File: config.mk
export PLATFORM = sky130hd
export DESIGN_NAME = mort_osc_ctrl
export DESIGN_NICKNAME = d
export VERILOG_FILES = /design/src/rtl/mort_pkg.sv /design/src/rtl/mort_osc_ctrl.sv
export SDC_FILE = /design/constraint.sdc
export NUM_CORES = 1
export LEC_CHECK = 0
export ABC_AREA = 1
export BUFFER_PORTS_ARGS = -buffer_cell sky130_fd_sc_hd__buf_2
export CAP_MARGIN = 5
export CORE_MARGIN = 2
export CORE_UTILIZATION = 42
export DETAILED_ROUTE_END_ITERATION = 8
export PLACE_DENSITY_LB_ADDON = 0.05
export SLEW_MARGIN = 20
export SYNTH_ARGS = -nofsm -noshare
export SYNTH_HDL_FRONTEND = slang
export SYNTH_SLANG_ARGS = --single-unit
export TNS_END_PERCENT = 1
File: constraint.sdc
create_clock -name i_clock -period 1.6 [get_ports i_clock]
set_clock_uncertainty 0.15 [all_clocks]
set_input_delay 0.08 -clock i_clock [delete_from_list [all_inputs] [get_ports i_clock]]
set_output_delay 0.08 -clock i_clock [all_outputs]
set_load 0.005 [all_outputs]
File: src/rtl/mort_pkg.sv
// Package with register map, field layout and reset values of the oscillator trim block
package mort_pkg;
	// ----------------------------------------
	// Register byte addresses (printed offsets not all multiples of four: index * 4)
	// ----------------------------------------
	localparam logic [7:0]  IDX_COARSE_TRIM  = 8'hE8;
	localparam logic [7:0]  IDX_FINE_TRIM    = 8'hFA;
	localparam logic [7:0]  IDX_SCR_ONE      = 8'hFE;
	localparam logic [7:0]  IDX_CLOCK_CTRL   = 8'hE2;
	localparam logic [7:0]  IDX_TRIM_STATUS  = 8'hF0;
	localparam logic [11:0] ADDR_COARSE_TRIM = {2'b00, IDX_COARSE_TRIM, 2'b00};
	localparam logic [11:0] ADDR_FINE_TRIM   = {2'b00, IDX_FINE_TRIM, 2'b00};
	localparam logic [11:0] ADDR_SCR_ONE     = {2'b00, IDX_SCR_ONE, 2'b00};
	localparam logic [11:0] ADDR_CLOCK_CTRL  = {2'b00, IDX_CLOCK_CTRL, 2'b00};
	localparam logic [11:0] ADDR_TRIM_STATUS = {2'b00, IDX_TRIM_STATUS, 2'b00};
	// ----------------------------------------
	// Field positions
	// ----------------------------------------
	localparam int SCR_RAM_INIT_BIT    = 0;
	localparam int SCR_RANGE_LO        = 3;
	localparam int SCR_RANGE_HI        = 4;
	localparam int SCR_BOOT_REPEAT_BIT = 7;
	localparam int FINE_HI             = 2;
	localparam int CTRL_EXT_CLK_BIT    = 2;
	localparam int CTRL_DOUBLER_EN_BIT = 0;
	// ----------------------------------------
	// Reset values
	// ----------------------------------------
	localparam logic [7:0] RST_COARSE_TRIM = 8'h00;
	localparam logic [2:0] RST_FINE_TRIM   = 3'h0;
	localparam logic [1:0] RST_RANGE       = 2'h0;
	localparam logic       RST_RAM_INIT    = 1'b0;
	localparam logic       RST_EXT_CLK     = 1'b0;
	localparam logic       RST_DOUBLER_EN  = 1'b1;
	// ----------------------------------------
	// Range codes
	// ----------------------------------------
	typedef enum logic [1:0] {
		MORT_RANGE_12MHZ = 2'h0,
		MORT_RANGE_6MHZ  = 2'h1,
		MORT_RANGE_24MHZ = 2'h2,
		MORT_RANGE_RSVD  = 2'h3
	} mort_range_t;
endpackage

File: src/rtl/mort_osc_ctrl.sv
// Main oscillator range and trim control with APB register access
`timescale 1ns/1ns
module mort_osc_ctrl
	import mort_pkg::*;
#(
	parameter logic [7:0] FACTORY_COARSE_TRIM = 8'h80
) (
	input  wire logic        i_clock,
	input  wire logic        i_reset,
	input  wire logic        i_psel,
	input  wire logic        i_penable,
	input  wire logic        i_pwrite,
	input  wire logic [11:0] i_paddr,
	input  wire logic [31:0] i_pwdata,
	input  wire logic [3:0]  i_pstrb,
	input  wire logic        i_usb_lock_enable,
	input  wire logic        i_boot_repeat,
	input  wire logic        i_boot_done,
	output logic      [31:0] o_prdata,
	output logic             o_pready,
	output logic             o_pslverr,
	output logic      [1:0]  o_osc_range_select,
	output logic      [10:0] o_trim_word,
	output logic             o_system_clock_net_from_osc,
	output logic             o_doubler_enable,
	output logic             o_ram_init_reduce,
	output logic             o_boot_repeat_flag
);
	// ----------------------------------------
	// Register state
	// ----------------------------------------
	logic [7:0]  coarse_q, coarse_d;
	logic [2:0]  fine_q, fine_d;
	logic [1:0]  range_q, range_d;
	logic        ram_red_q, ram_red_d;
	logic        ext_clk_q, ext_clk_d;
	logic        dbl_en_q, dbl_en_d;
	logic        boot_rep_q, boot_rep_d;
	logic        booted_q, booted_d;
	logic        fine_drop_q, fine_drop_d;
	logic [31:0] prdata_q, prdata_d;
	logic        pready_q, pready_d;
	logic        pslverr_q, pslverr_d;
	logic [10:0] trim_q, trim_d;
	logic        src_osc_q, src_osc_d;

	// ----------------------------------------
	// APB decode
	// ----------------------------------------
	logic wr_acc;
	logic rd_acc;
	logic hit;
	assign wr_acc = i_psel && i_penable && i_pwrite && !pready_q;
	assign rd_acc = i_psel && i_penable && !i_pwrite && !pready_q;
	always_comb begin
		case (i_paddr)
			ADDR_COARSE_TRIM,
			ADDR_FINE_TRIM,
			ADDR_SCR_ONE,
			ADDR_CLOCK_CTRL,
			ADDR_TRIM_STATUS: hit = 1'b1;
			default:          hit = 1'b0;
		endcase
	end

	// ----------------------------------------
	// Next state
	// ----------------------------------------
	always_comb begin
		coarse_d    = coarse_q;
		fine_d      = fine_q;
		range_d     = range_q;
		ram_red_d   = ram_red_q;
		ext_clk_d   = ext_clk_q;
		dbl_en_d    = dbl_en_q;
		boot_rep_d  = boot_rep_q;
		booted_d    = booted_q;
		fine_drop_d = fine_drop_q;
		prdata_d    = 32'h0000_0000;
		pready_d    = i_psel && i_penable && !pready_q;
		pslverr_d   = i_psel && i_penable && !pready_q && !hit;
		// Factory trim and boot status captured once the boot routine ends
		if (i_boot_done && !booted_q) begin
			booted_d   = 1'b1;
			coarse_d   = FACTORY_COARSE_TRIM;
			boot_rep_d = i_boot_repeat;
		end
		if (wr_acc && i_pstrb[0]) begin
			case (i_paddr)
				ADDR_COARSE_TRIM: coarse_d = i_pwdata[7:0];
				ADDR_FINE_TRIM: begin
					if (i_usb_lock_enable) begin
						fine_drop_d = 1'b1;
					end else begin
						fine_d = i_pwdata[FINE_HI:0];
					end
				end
				ADDR_SCR_ONE: begin
					range_d   = i_pwdata[SCR_RANGE_HI:SCR_RANGE_LO];
					ram_red_d = i_pwdata[SCR_RAM_INIT_BIT];
				end
				ADDR_CLOCK_CTRL: begin
					ext_clk_d = i_pwdata[CTRL_EXT_CLK_BIT];
					dbl_en_d  = i_pwdata[CTRL_DOUBLER_EN_BIT];
				end
				ADDR_TRIM_STATUS: begin
					if (i_pwdata[0]) begin
						fine_drop_d = 1'b0;
					end
				end
				default: begin
				end
			endcase
		end
		if (rd_acc) begin
			case (i_paddr)
				ADDR_COARSE_TRIM: prdata_d = {24'h000000, coarse_q};
				ADDR_FINE_TRIM:   prdata_d = {29'h00000000, fine_q};
				ADDR_SCR_ONE:     prdata_d = {24'h000000, boot_rep_q, 2'b00, range_q, 2'b00, ram_red_q};
				ADDR_CLOCK_CTRL:  prdata_d = {29'h00000000, ext_clk_q, 1'b0, dbl_en_q};
				ADDR_TRIM_STATUS: prdata_d = {31'h00000000, fine_drop_q};
				default:          prdata_d = 32'h0000_0000;
			endcase
		end
		// Register outputs are loaded from the next state, so they change on the same edge as the stored state
		trim_d    = {coarse_d, fine_d};
		src_osc_d = !ext_clk_d;
	end

	// ----------------------------------------
	// Registers
	// ----------------------------------------
	always_ff @(posedge i_clock) begin
		if (i_reset) begin
			coarse_q    <= RST_COARSE_TRIM;
			fine_q      <= RST_FINE_TRIM;
			range_q     <= RST_RANGE;
			ram_red_q   <= RST_RAM_INIT;
			ext_clk_q   <= RST_EXT_CLK;
			dbl_en_q    <= RST_DOUBLER_EN;
			boot_rep_q  <= 1'b0;
			booted_q    <= 1'b0;
			fine_drop_q <= 1'b0;
			prdata_q    <= 32'h0000_0000;
			pready_q    <= 1'b0;
			pslverr_q   <= 1'b0;
			trim_q      <= {RST_COARSE_TRIM, RST_FINE_TRIM};
			src_osc_q   <= !RST_EXT_CLK;
		end else begin
			coarse_q    <= coarse_d;
			fine_q      <= fine_d;
			range_q     <= range_d;
			ram_red_q   <= ram_red_d;
			ext_clk_q   <= ext_clk_d;
			dbl_en_q    <= dbl_en_d;
			boot_rep_q  <= boot_rep_d;
			booted_q    <= booted_d;
			fine_drop_q <= fine_drop_d;
			prdata_q    <= prdata_d;
			pready_q    <= pready_d;
			pslverr_q   <= pslverr_d;
			trim_q      <= trim_d;
			src_osc_q   <= src_osc_d;
		end
	end

	assign o_prdata           = prdata_q;
	assign o_pready           = pready_q;
	assign o_pslverr          = pslverr_q;
	assign o_osc_range_select = range_q;
	assign o_trim_word        = trim_q;
	assign o_system_clock_net_from_osc  = src_osc_q;
	assign o_doubler_enable   = dbl_en_q;
	assign o_ram_init_reduce  = ram_red_q;
	assign o_boot_repeat_flag = boot_rep_q;

	// ----------------------------------------
	// Checks
	// ----------------------------------------
	property p_range_write;
		@(posedge i_clock) disable iff (i_reset)
		(wr_acc && i_pstrb[0] && i_paddr == ADDR_SCR_ONE) |=> (o_osc_range_select == $past(i_pwdata[4:3]));
	endproperty
	a_range_write: assert property (p_range_write) else $error("range not updated");
	property p_range_hold;
		@(posedge i_clock) disable iff (i_reset)
		!(wr_acc && i_paddr == ADDR_SCR_ONE) |=> $stable(o_osc_range_select);
	endproperty
	a_range_hold: assert property (p_range_hold) else $error("range changed without write");
	property p_fine_locked;
		@(posedge i_clock) disable iff (i_reset)
		(wr_acc && i_paddr == ADDR_FINE_TRIM && i_usb_lock_enable) |=> ##1 $stable(o_trim_word[2:0]);
	endproperty
	a_fine_locked: assert property (p_fine_locked) else $error("fine trim written under lock");
	property p_fine_write;
		@(posedge i_clock) disable iff (i_reset)
		(wr_acc && i_pstrb[0] && i_paddr == ADDR_FINE_TRIM && !i_usb_lock_enable) |=> ##1 (o_trim_word[2:0] == $past(i_pwdata[2:0], 2));
	endproperty
	a_fine_write: assert property (p_fine_write) else $error("fine trim not in low bits");
	property p_coarse_write;
		@(posedge i_clock) disable iff (i_reset)
		(wr_acc && i_pstrb[0] && i_paddr == ADDR_COARSE_TRIM) |=> ##1 (o_trim_word[10:3] == $past(i_pwdata[7:0], 2));
	endproperty
	a_coarse_write: assert property (p_coarse_write) else $error("coarse trim not in high bits");
	property p_boot_load;
		@(posedge i_clock) disable iff (i_reset)
		(i_boot_done && !booted_q && !(wr_acc && i_paddr == ADDR_COARSE_TRIM)) |=> ##1 (o_trim_word[10:3] == FACTORY_COARSE_TRIM);
	endproperty
	a_boot_load: assert property (p_boot_load) else $error("factory trim not loaded");
	property p_system_clock_net_src;
		@(posedge i_clock) disable iff (i_reset)
		(wr_acc && i_pstrb[0] && i_paddr == ADDR_CLOCK_CTRL) |=> ##1 (o_system_clock_net_from_osc == !$past(i_pwdata[2], 2));
	endproperty
	a_system_clock_net_src: assert property (p_system_clock_net_src) else $error("clock source wrong");
	property p_boot_flag_ro;
		@(posedge i_clock) disable iff (i_reset)
		booted_q |=> $stable(o_boot_repeat_flag);
	endproperty
	a_boot_flag_ro: assert property (p_boot_flag_ro) else $error("boot flag changed");
	property p_scr_read;
		@(posedge i_clock) disable iff (i_reset)
		(rd_acc && i_paddr == ADDR_SCR_ONE) |=> (o_pready && o_prdata[7] == o_boot_repeat_flag && o_prdata[0] == o_ram_init_reduce);
	endproperty
	a_scr_read: assert property (p_scr_read) else $error("register one read wrong");
	property p_pready_pulse;
		@(posedge i_clock) disable iff (i_reset)
		o_pready |=> !o_pready;
	endproperty
	a_pready_pulse: assert property (p_pready_pulse) else $error("ready held too long");
	property p_slverr_with_ready;
		@(posedge i_clock) disable iff (i_reset)
		o_pslverr |-> o_pready;
	endproperty
	a_slverr_with_ready: assert property (p_slverr_with_ready) else $error("error without ready");
	property p_unmapped_err;
		@(posedge i_clock) disable iff (i_reset)
		(i_psel && i_penable && !pready_q && !hit) |=> o_pslverr;
	endproperty
	a_unmapped_err: assert property (p_unmapped_err) else $error("unmapped access not refused");
	property p_prdata_idle;
		@(posedge i_clock) disable iff (i_reset)
		!o_pready |-> (o_prdata == 32'h0000_0000);
	endproperty
	a_prdata_idle: assert property (p_prdata_idle) else $error("read data outside answer");
	property p_coarse_read;
		@(posedge i_clock) disable iff (i_reset)
		(rd_acc && i_paddr == ADDR_COARSE_TRIM) |=> (o_prdata == {24'h000000, $past(o_trim_word[10:3])});
	endproperty
	a_coarse_read: assert property (p_coarse_read) else $error("coarse trim read wrong");
	property p_fine_read;
		@(posedge i_clock) disable iff (i_reset)
		(rd_acc && i_paddr == ADDR_FINE_TRIM) |=> (o_prdata == {29'h00000000, $past(o_trim_word[2:0])});
	endproperty
	a_fine_read: assert property (p_fine_read) else $error("fine trim read wrong");
	property p_ram_write;
		@(posedge i_clock) disable iff (i_reset)
		(wr_acc && i_pstrb[0] && i_paddr == ADDR_SCR_ONE) |=> (o_ram_init_reduce == $past(i_pwdata[0]));
	endproperty
	a_ram_write: assert property (p_ram_write) else $error("ram init bit not written");
	property p_doubler_write;
		@(posedge i_clock) disable iff (i_reset)
		(wr_acc && i_pstrb[0] && i_paddr == ADDR_CLOCK_CTRL) |=> (o_doubler_enable == $past(i_pwdata[0]));
	endproperty
	a_doubler_write: assert property (p_doubler_write) else $error("doubler enable not written");
	property p_drop_set;
		@(posedge i_clock) disable iff (i_reset)
		(wr_acc && i_pstrb[0] && i_paddr == ADDR_FINE_TRIM && i_usb_lock_enable) |=> fine_drop_q;
	endproperty
	a_drop_set: assert property (p_drop_set) else $error("dropped fine write not flagged");
	property p_reset_vals;
		@(posedge i_clock)
		i_reset |=> (o_doubler_enable && o_system_clock_net_from_osc && o_trim_word == 11'h000 && !o_ram_init_reduce);
	endproperty
	a_reset_vals: assert property (p_reset_vals) else $error("reset values wrong");
	property p_system_clock_net_follow;
		@(posedge i_clock) disable iff (i_reset)
		o_system_clock_net_from_osc == !ext_clk_q;
	endproperty
	a_system_clock_net_follow: assert property (p_system_clock_net_follow) else $error("clock source mismatch");
	property p_trim_concat;
		@(posedge i_clock) disable iff (i_reset)
		o_trim_word == {coarse_q, fine_q};
	endproperty
	a_trim_concat: assert property (p_trim_concat) else $error("trim word not coarse over fine");
	property p_boot_once;
		@(posedge i_clock) disable iff (i_reset)
		(booted_q && !(wr_acc && i_paddr == ADDR_COARSE_TRIM)) |=> $stable(o_trim_word[10:3]);
	endproperty
	a_boot_once: assert property (p_boot_once) else $error("coarse trim reloaded");
	property p_scr_reserved;
		@(posedge i_clock) disable iff (i_reset)
		(rd_acc && i_paddr == ADDR_SCR_ONE) |=> (o_prdata[31:8] == 24'h000000 && o_prdata[6:5] == 2'h0 && o_prdata[2:1] == 2'h0);
	endproperty
	a_scr_reserved: assert property (p_scr_reserved) else $error("reserved bits not zero");
endmodule

==> results.cfg, run 1 <==
[run_status]
status = finished, final reports clean

[layout]
multiInputGateArea_um2 = 763
diodes = 0
drive_gt1_frac = 0.290
ff_latch_area_um2 = 601
layout_commonest_cell = buf_2
area_growth_pct = 27.3
nNetsFinal = 353
fillers = 392
mostFrequentLayoutCells = buf_2, nand2_1, inv_1, dfxtp_1

[logic_synthesis]
seq_area_frac_synth = 0.372
netlist_instances = 225
syn-cell-area_mm2 = 0.00161
async_reset_ff_frac = 0
synth-edff-count = 0
syn_avg_cell_area_um2 = 7.17
ys.flop_type = dfxtp_1
yosys.cell_types.count = 22
synth-seq-cells = 30
yosys_warnings = 0

[sta]
finalCritPeriodShare = 0.932
fmax_mhz = 671
fin_setup_tns_ps = 0
rsz0062_at_grt = false
drv_slew = 0
period_minus_slack_ps = 1490
finalHoldViolations = 0
setup_violations = 0
setup_ws_ps = 109

[power]
powerDensity_mw_per_mm2 = 711
p_clk_frac = 0.375
switching_share = 0.232
p_leak_uw = 0.00103
comb_power_share = 0.105
switching_power_uw = 338
peakVddDrop_mv = 0.401
internal_power_uw = 1120
seq_power_share = 0.521

[cts]
cts-buffers-inserted = 5
cts.sinks = 30
cts.reportedPaths.clkPinSlew_ps = 60
clkLatencyLatePin_ps = 270
clock_path_buffers = 2
htreeDepth = 2
cts_tree = yes
root_buffer = clkbuf_8

[drt]
drt-total-wl_um = 3480
wire_per_inst_um = 10.1
routed-via-count = 1531
drcViolationCount = 0
drt_pass1_iterations = 4
drt-initial-drc-count = 43
route.met2.wl_um = 1590
topRoutingLayerUsed = met4
avgViaCountPerCell = 4.44
wl_met3_um = 220
met1_length_um = 1620
final_antenna_net_count = 0

[global_routing]
grt_max_degree = 17
grt_pass1_vias = 1374
grt_use_total = 0.174
grt_pass1_wl_um = 5800
grt-ovfl-total = 0
antenna_found_initial = 0

[critical_path]
arrival_ps = 1500
worst_setup_path_start_kind = flip-flop
critical_path.max_fanout = 6
path_cells = nand3b_1 > nor2_4 > nand4_1 > o21ai_0 > a21oi_1
slowest_stage = dfxtp_1
path_class = reg -> reg
slowest_delay_ps = 300
required_ps = 1610
worstSetupEndpointType = flip-flop

[die]
io-pin-count = 107
rows = 22
die_y_um = 66.0
die_x_um = 66.0
die_area_mm2 = 0.00435
start_util = 0.438
core_area_mm2 = 0.00369

[place]
port_buffers = 55
post-place-ws_ps = 152
dp_hpwl_um = 2630
gp_congestion = 0.817

[flow_run]
cap_violations = 0

[min_path]
min_path_type = in -> reg
==> per-layer routing <==
metal | vias up | global-route usage
met2 | 55 | 0.288
met1 | 676 | 0.218
li1 | 795 | -
met3 | 5 | 0.0443
met5 | - | 0
met4 | 0 | 0.0612
==> per-stage QoR <==
stage	util	cell area, um^2	total power, uW	hold slack [ps]	cells
global route	0.557	2050	1530	56.9	345
CTS	0.554	2040	1480	21.9	345
global placement	0.495	1830	899	150	324
finish	0.557	2050	1460	20.6	345
floorplan	-	1700	884	45.8	248
detailed placement	0.495	1830	900	158	324
==> final cells by class <==
type	instances	share of cell area
Inverter	32	0.0609
Multi-Input combinational cell	158	0.371
Clock buffer	7	0.0371
Timing Repair Buffer	70	0.209
Tap cell	48	0.0292
Sequential cell	30	0.292
==> registers in the layout, summed over array words and instances, names as in the netlist <==
name	count
booted_q	1
coarse_q	8
ext_clk_q	1
fine_drop_q	1
fine_q	2
o_boot_repeat_flag	1
o_doubler_enable	1
o_osc_range_select	2
o_prdata	8
o_pready	1
o_pslverr	1
o_ram_init_reduce	1
o_system_clock_net_from_osc	1
o_trim_word	1
==> synth_stat cells (2+ instances only) <==
library cell	number	share of area
nand2_1	34	0.079
dfxtp_1	30	0.37
inv_1	30	0.070
buf_4	25	0.12
nor2_1	24	0.056
nand3_1	21	0.065
nor2_2	15	0.058
a21oi_1	13	0.040
o21ai_0	13	0.040
nand2_2	3	0.012
nand2_4	3	0.021
nand4_1	3	0.012
nor2_4	2	0.014
==> kinds of logic (layout without fill, tap and decap cells) <==
| group | count (synthesis) | in the layout | synth area share |
|---|---|---|---|
| other | 1 | 24 | 0.00232 |
| and+or+nand+nor | 107 | 107 | 0.329 |
| buffers and inverters | 60 | 109 | 0.212 |
| DFF | 30 | 30 | 0.372 |
| AOI/OAI and AO/OA | 27 | 27 | 0.0853 |
==> timing repair <==
item	in CTS	in global routing
hold endpoints to repair	17	0
setup endpoints to repair	0	9
hold buffers	14	0
buffers inserted	0	0
resized for setup	0	5
==> worst paths after layout <==
kind	from	endpoint	slack (ps)	depth (start not counted)
setup / recovery	o_pready	fine_q[0]	110	5
setup reg to reg	o_pready	fine_q[0]	110	5
hold / removal	i_pwrite	o_prdata[4]	20	4
hold reg to reg	o_trim_word[2]	o_trim_word[2]	310	2
==> worst max-delay path, delay by kind of cell (launching register included) <==
| kind | cells | cell delay [ps] |
|---|---|---|
| AO/OA/AOI/OAI | 2 | 280 |
| AND/OR/NAND/NOR | 3 | 640 |
| flip-flops | 1 | 300 |
==> power by group through the flow <==
stage | sequential (uW) | combinational, uW | clock (uW)
2_1_floorplan | 776 | 108 | 0
3_3_place_gp | 776 | 123 | 0
3_5_place_dp | 777 | 123 | 0
4_1_cts | 760 | 150 | 571
5_1_grt | 761 | 176 | 591
6_report | 760 | 153 | 547
Power figures use the tool's default switching activity.
==> inputs of run 2 (changes only) <==
Settings changed: CELL_PAD_IN_SITES_DETAIL_PLACEMENT set to 0, CELL_PAD_IN_SITES_GLOBAL_PLACEMENT set to 1, CORE_UTILIZATION 42 to 27.
==> results.cfg, run 2 (same netlist as run 1, synthesis figures left out) <==
[cts]
cts-buffers-inserted = 5
clkLatencyLatePin_ps = 280
clock_path_buffers = 2
cts.sinks = 30
root_buffer = clkbuf_8
cts_tree = yes
htreeDepth = 2
cts.reportedPaths.clkPinSlew_ps = 70

[sta]
rsz0062_at_grt = true
finalCritPeriodShare = 0.975
fmax_mhz = 641
setup_ws_ps = 39.3
finalHoldViolations = 0
drv_slew = 0
setup_violations = 0
period_minus_slack_ps = 1560

[place]
post-place-ws_ps = 110
dp_hpwl_um = 3000
gp_congestion = 0.710
port_buffers = 55

[drt]
drt_pass1_iterations = 4
routed-via-count = 1499
drt-total-wl_um = 4030
wire_per_inst_um = 10.7
drcViolationCount = 0
final_antenna_net_count = 0
avgViaCountPerCell = 4.00
drt-initial-drc-count = 58

[power]
p_leak_uw = 0.00104
peakVddDrop_mv = 0.337
power_uw = 1490
powerDensity_mw_per_mm2 = 703

[critical_path]
slowest_stage = dlygate4sd3_1
critPathTopFamily = buffers and inverters
critical_path.max_fanout = 5
arrival_ps = 1570
cp_num_buf_inv = 2
worst_setup_path_start_kind = input pin
slowest_delay_ps = 520
path_cells = dlygate4sd3_1 > buf_2 > nand3b_1 > nor2_2 > nand4_1 > o21ai_0 > a21oi_2
required_ps = 1610
reg2reg_slack_ps = 80
worstSetupEndpointType = flip-flop
path_class = in -> reg

[layout]
nNetsFinal = 356
area_growth_pct = 30.9
drive_gt1_frac = 0.313
diodes = 0
layout_commonest_cell = buf_2
mostFrequentLayoutCells = buf_2, nand2_1, inv_1, dfxtp_1, conb_1

[global_routing]
grt_use_total = 0.127
grt-ovfl-total = 0
grt_max_degree = 17
grt_pass1_wl_um = 6230
antenna_found_initial = 0
grt_pass1_vias = 1312

[die]
die_y_um = 81.3
die_x_um = 81.3
rows = 28
start_util = 0.276
io-pin-count = 107
die_area_mm2 = 0.00661
core_area_mm2 = 0.00585

[flow_run]
cap_violations = 0

[run_status]
status = finished, final reports clean

[min_path]
min_path_type = in -> reg
run 2: final timing paths:
kind                          to         from  depth (start not counted)
setup / recovery  o_trim_word[2]       i_psel                          7
hold / removal       o_prdata[3]     i_pwrite                          4
setup reg to reg  o_trim_word[2]     o_pready                          5
hold reg to reg      o_prdata[5]  coarse_q[5]                          2
run 2: power breakdown:
group,internal (uW),leakage (uW),switching (uW)
Clock,291,0.0000438,282
Combinational,68.6,0.000755,84.7
Sequential,755,0.000243,4.61
Total,1110,0.00104,371
run 2: per-layer routing:
| layer | vias up | GRT usage | wire [um] |
|---|---|---|---|
| li1 | 800 | - | - |
| met1 | 645 | 0.172 | 2000 |
| met2 | 47 | 0.191 | 1720 |
| met3 | 7 | 0.0344 | 248 |
| met4 | 0 | 0.0458 | 53 |
| met5 | - | 0 | 0 |
run 2: final cells by class:
class                   instances  area (um^2)
fillers                       646         3740
multi-input cells             158          768
flip-flops and latches         30          601
repair buffers                 73          445
inverters                      32          125
well taps                      75         93.8
clock buffers                   5         68.8
clock inverters                 2         10.0
run 2: tightest hold or removal path: stages:
cell,delay (ps)
buf_2,90
nor2_1,60
nand2_4,160
nor2_2,40
run 2: what timing repair did:
action / CTS / global route
setup endpoints to repair: 0 / 8
hold endpoints to repair: 17 / 0
gates resized for setup: 0 / 4
hold buffers: 14 / 0
buffers inserted: 0 / 2
run 2: per-stage QoR:
| stage | utilization | cells | instance area (um^2) | hold slack [ps] | setup TNS, ps |
|---|---|---|---|---|---|
| 2_1_floorplan | - | 248 | 1700 | 45.8 | 0 |
| 3_3_place_gp | 0.319 | 352 | 1870 | 153 | 0 |
| 3_5_place_dp | 0.319 | 352 | 1870 | 156 | 0 |
| 4_1_cts | 0.357 | 373 | 2090 | 47.6 | 0 |
| 5_1_grt | 0.361 | 375 | 2110 | 53.9 | -124 |
| 6_report | 0.361 | 375 | 2110 | 40.7 | 0 |
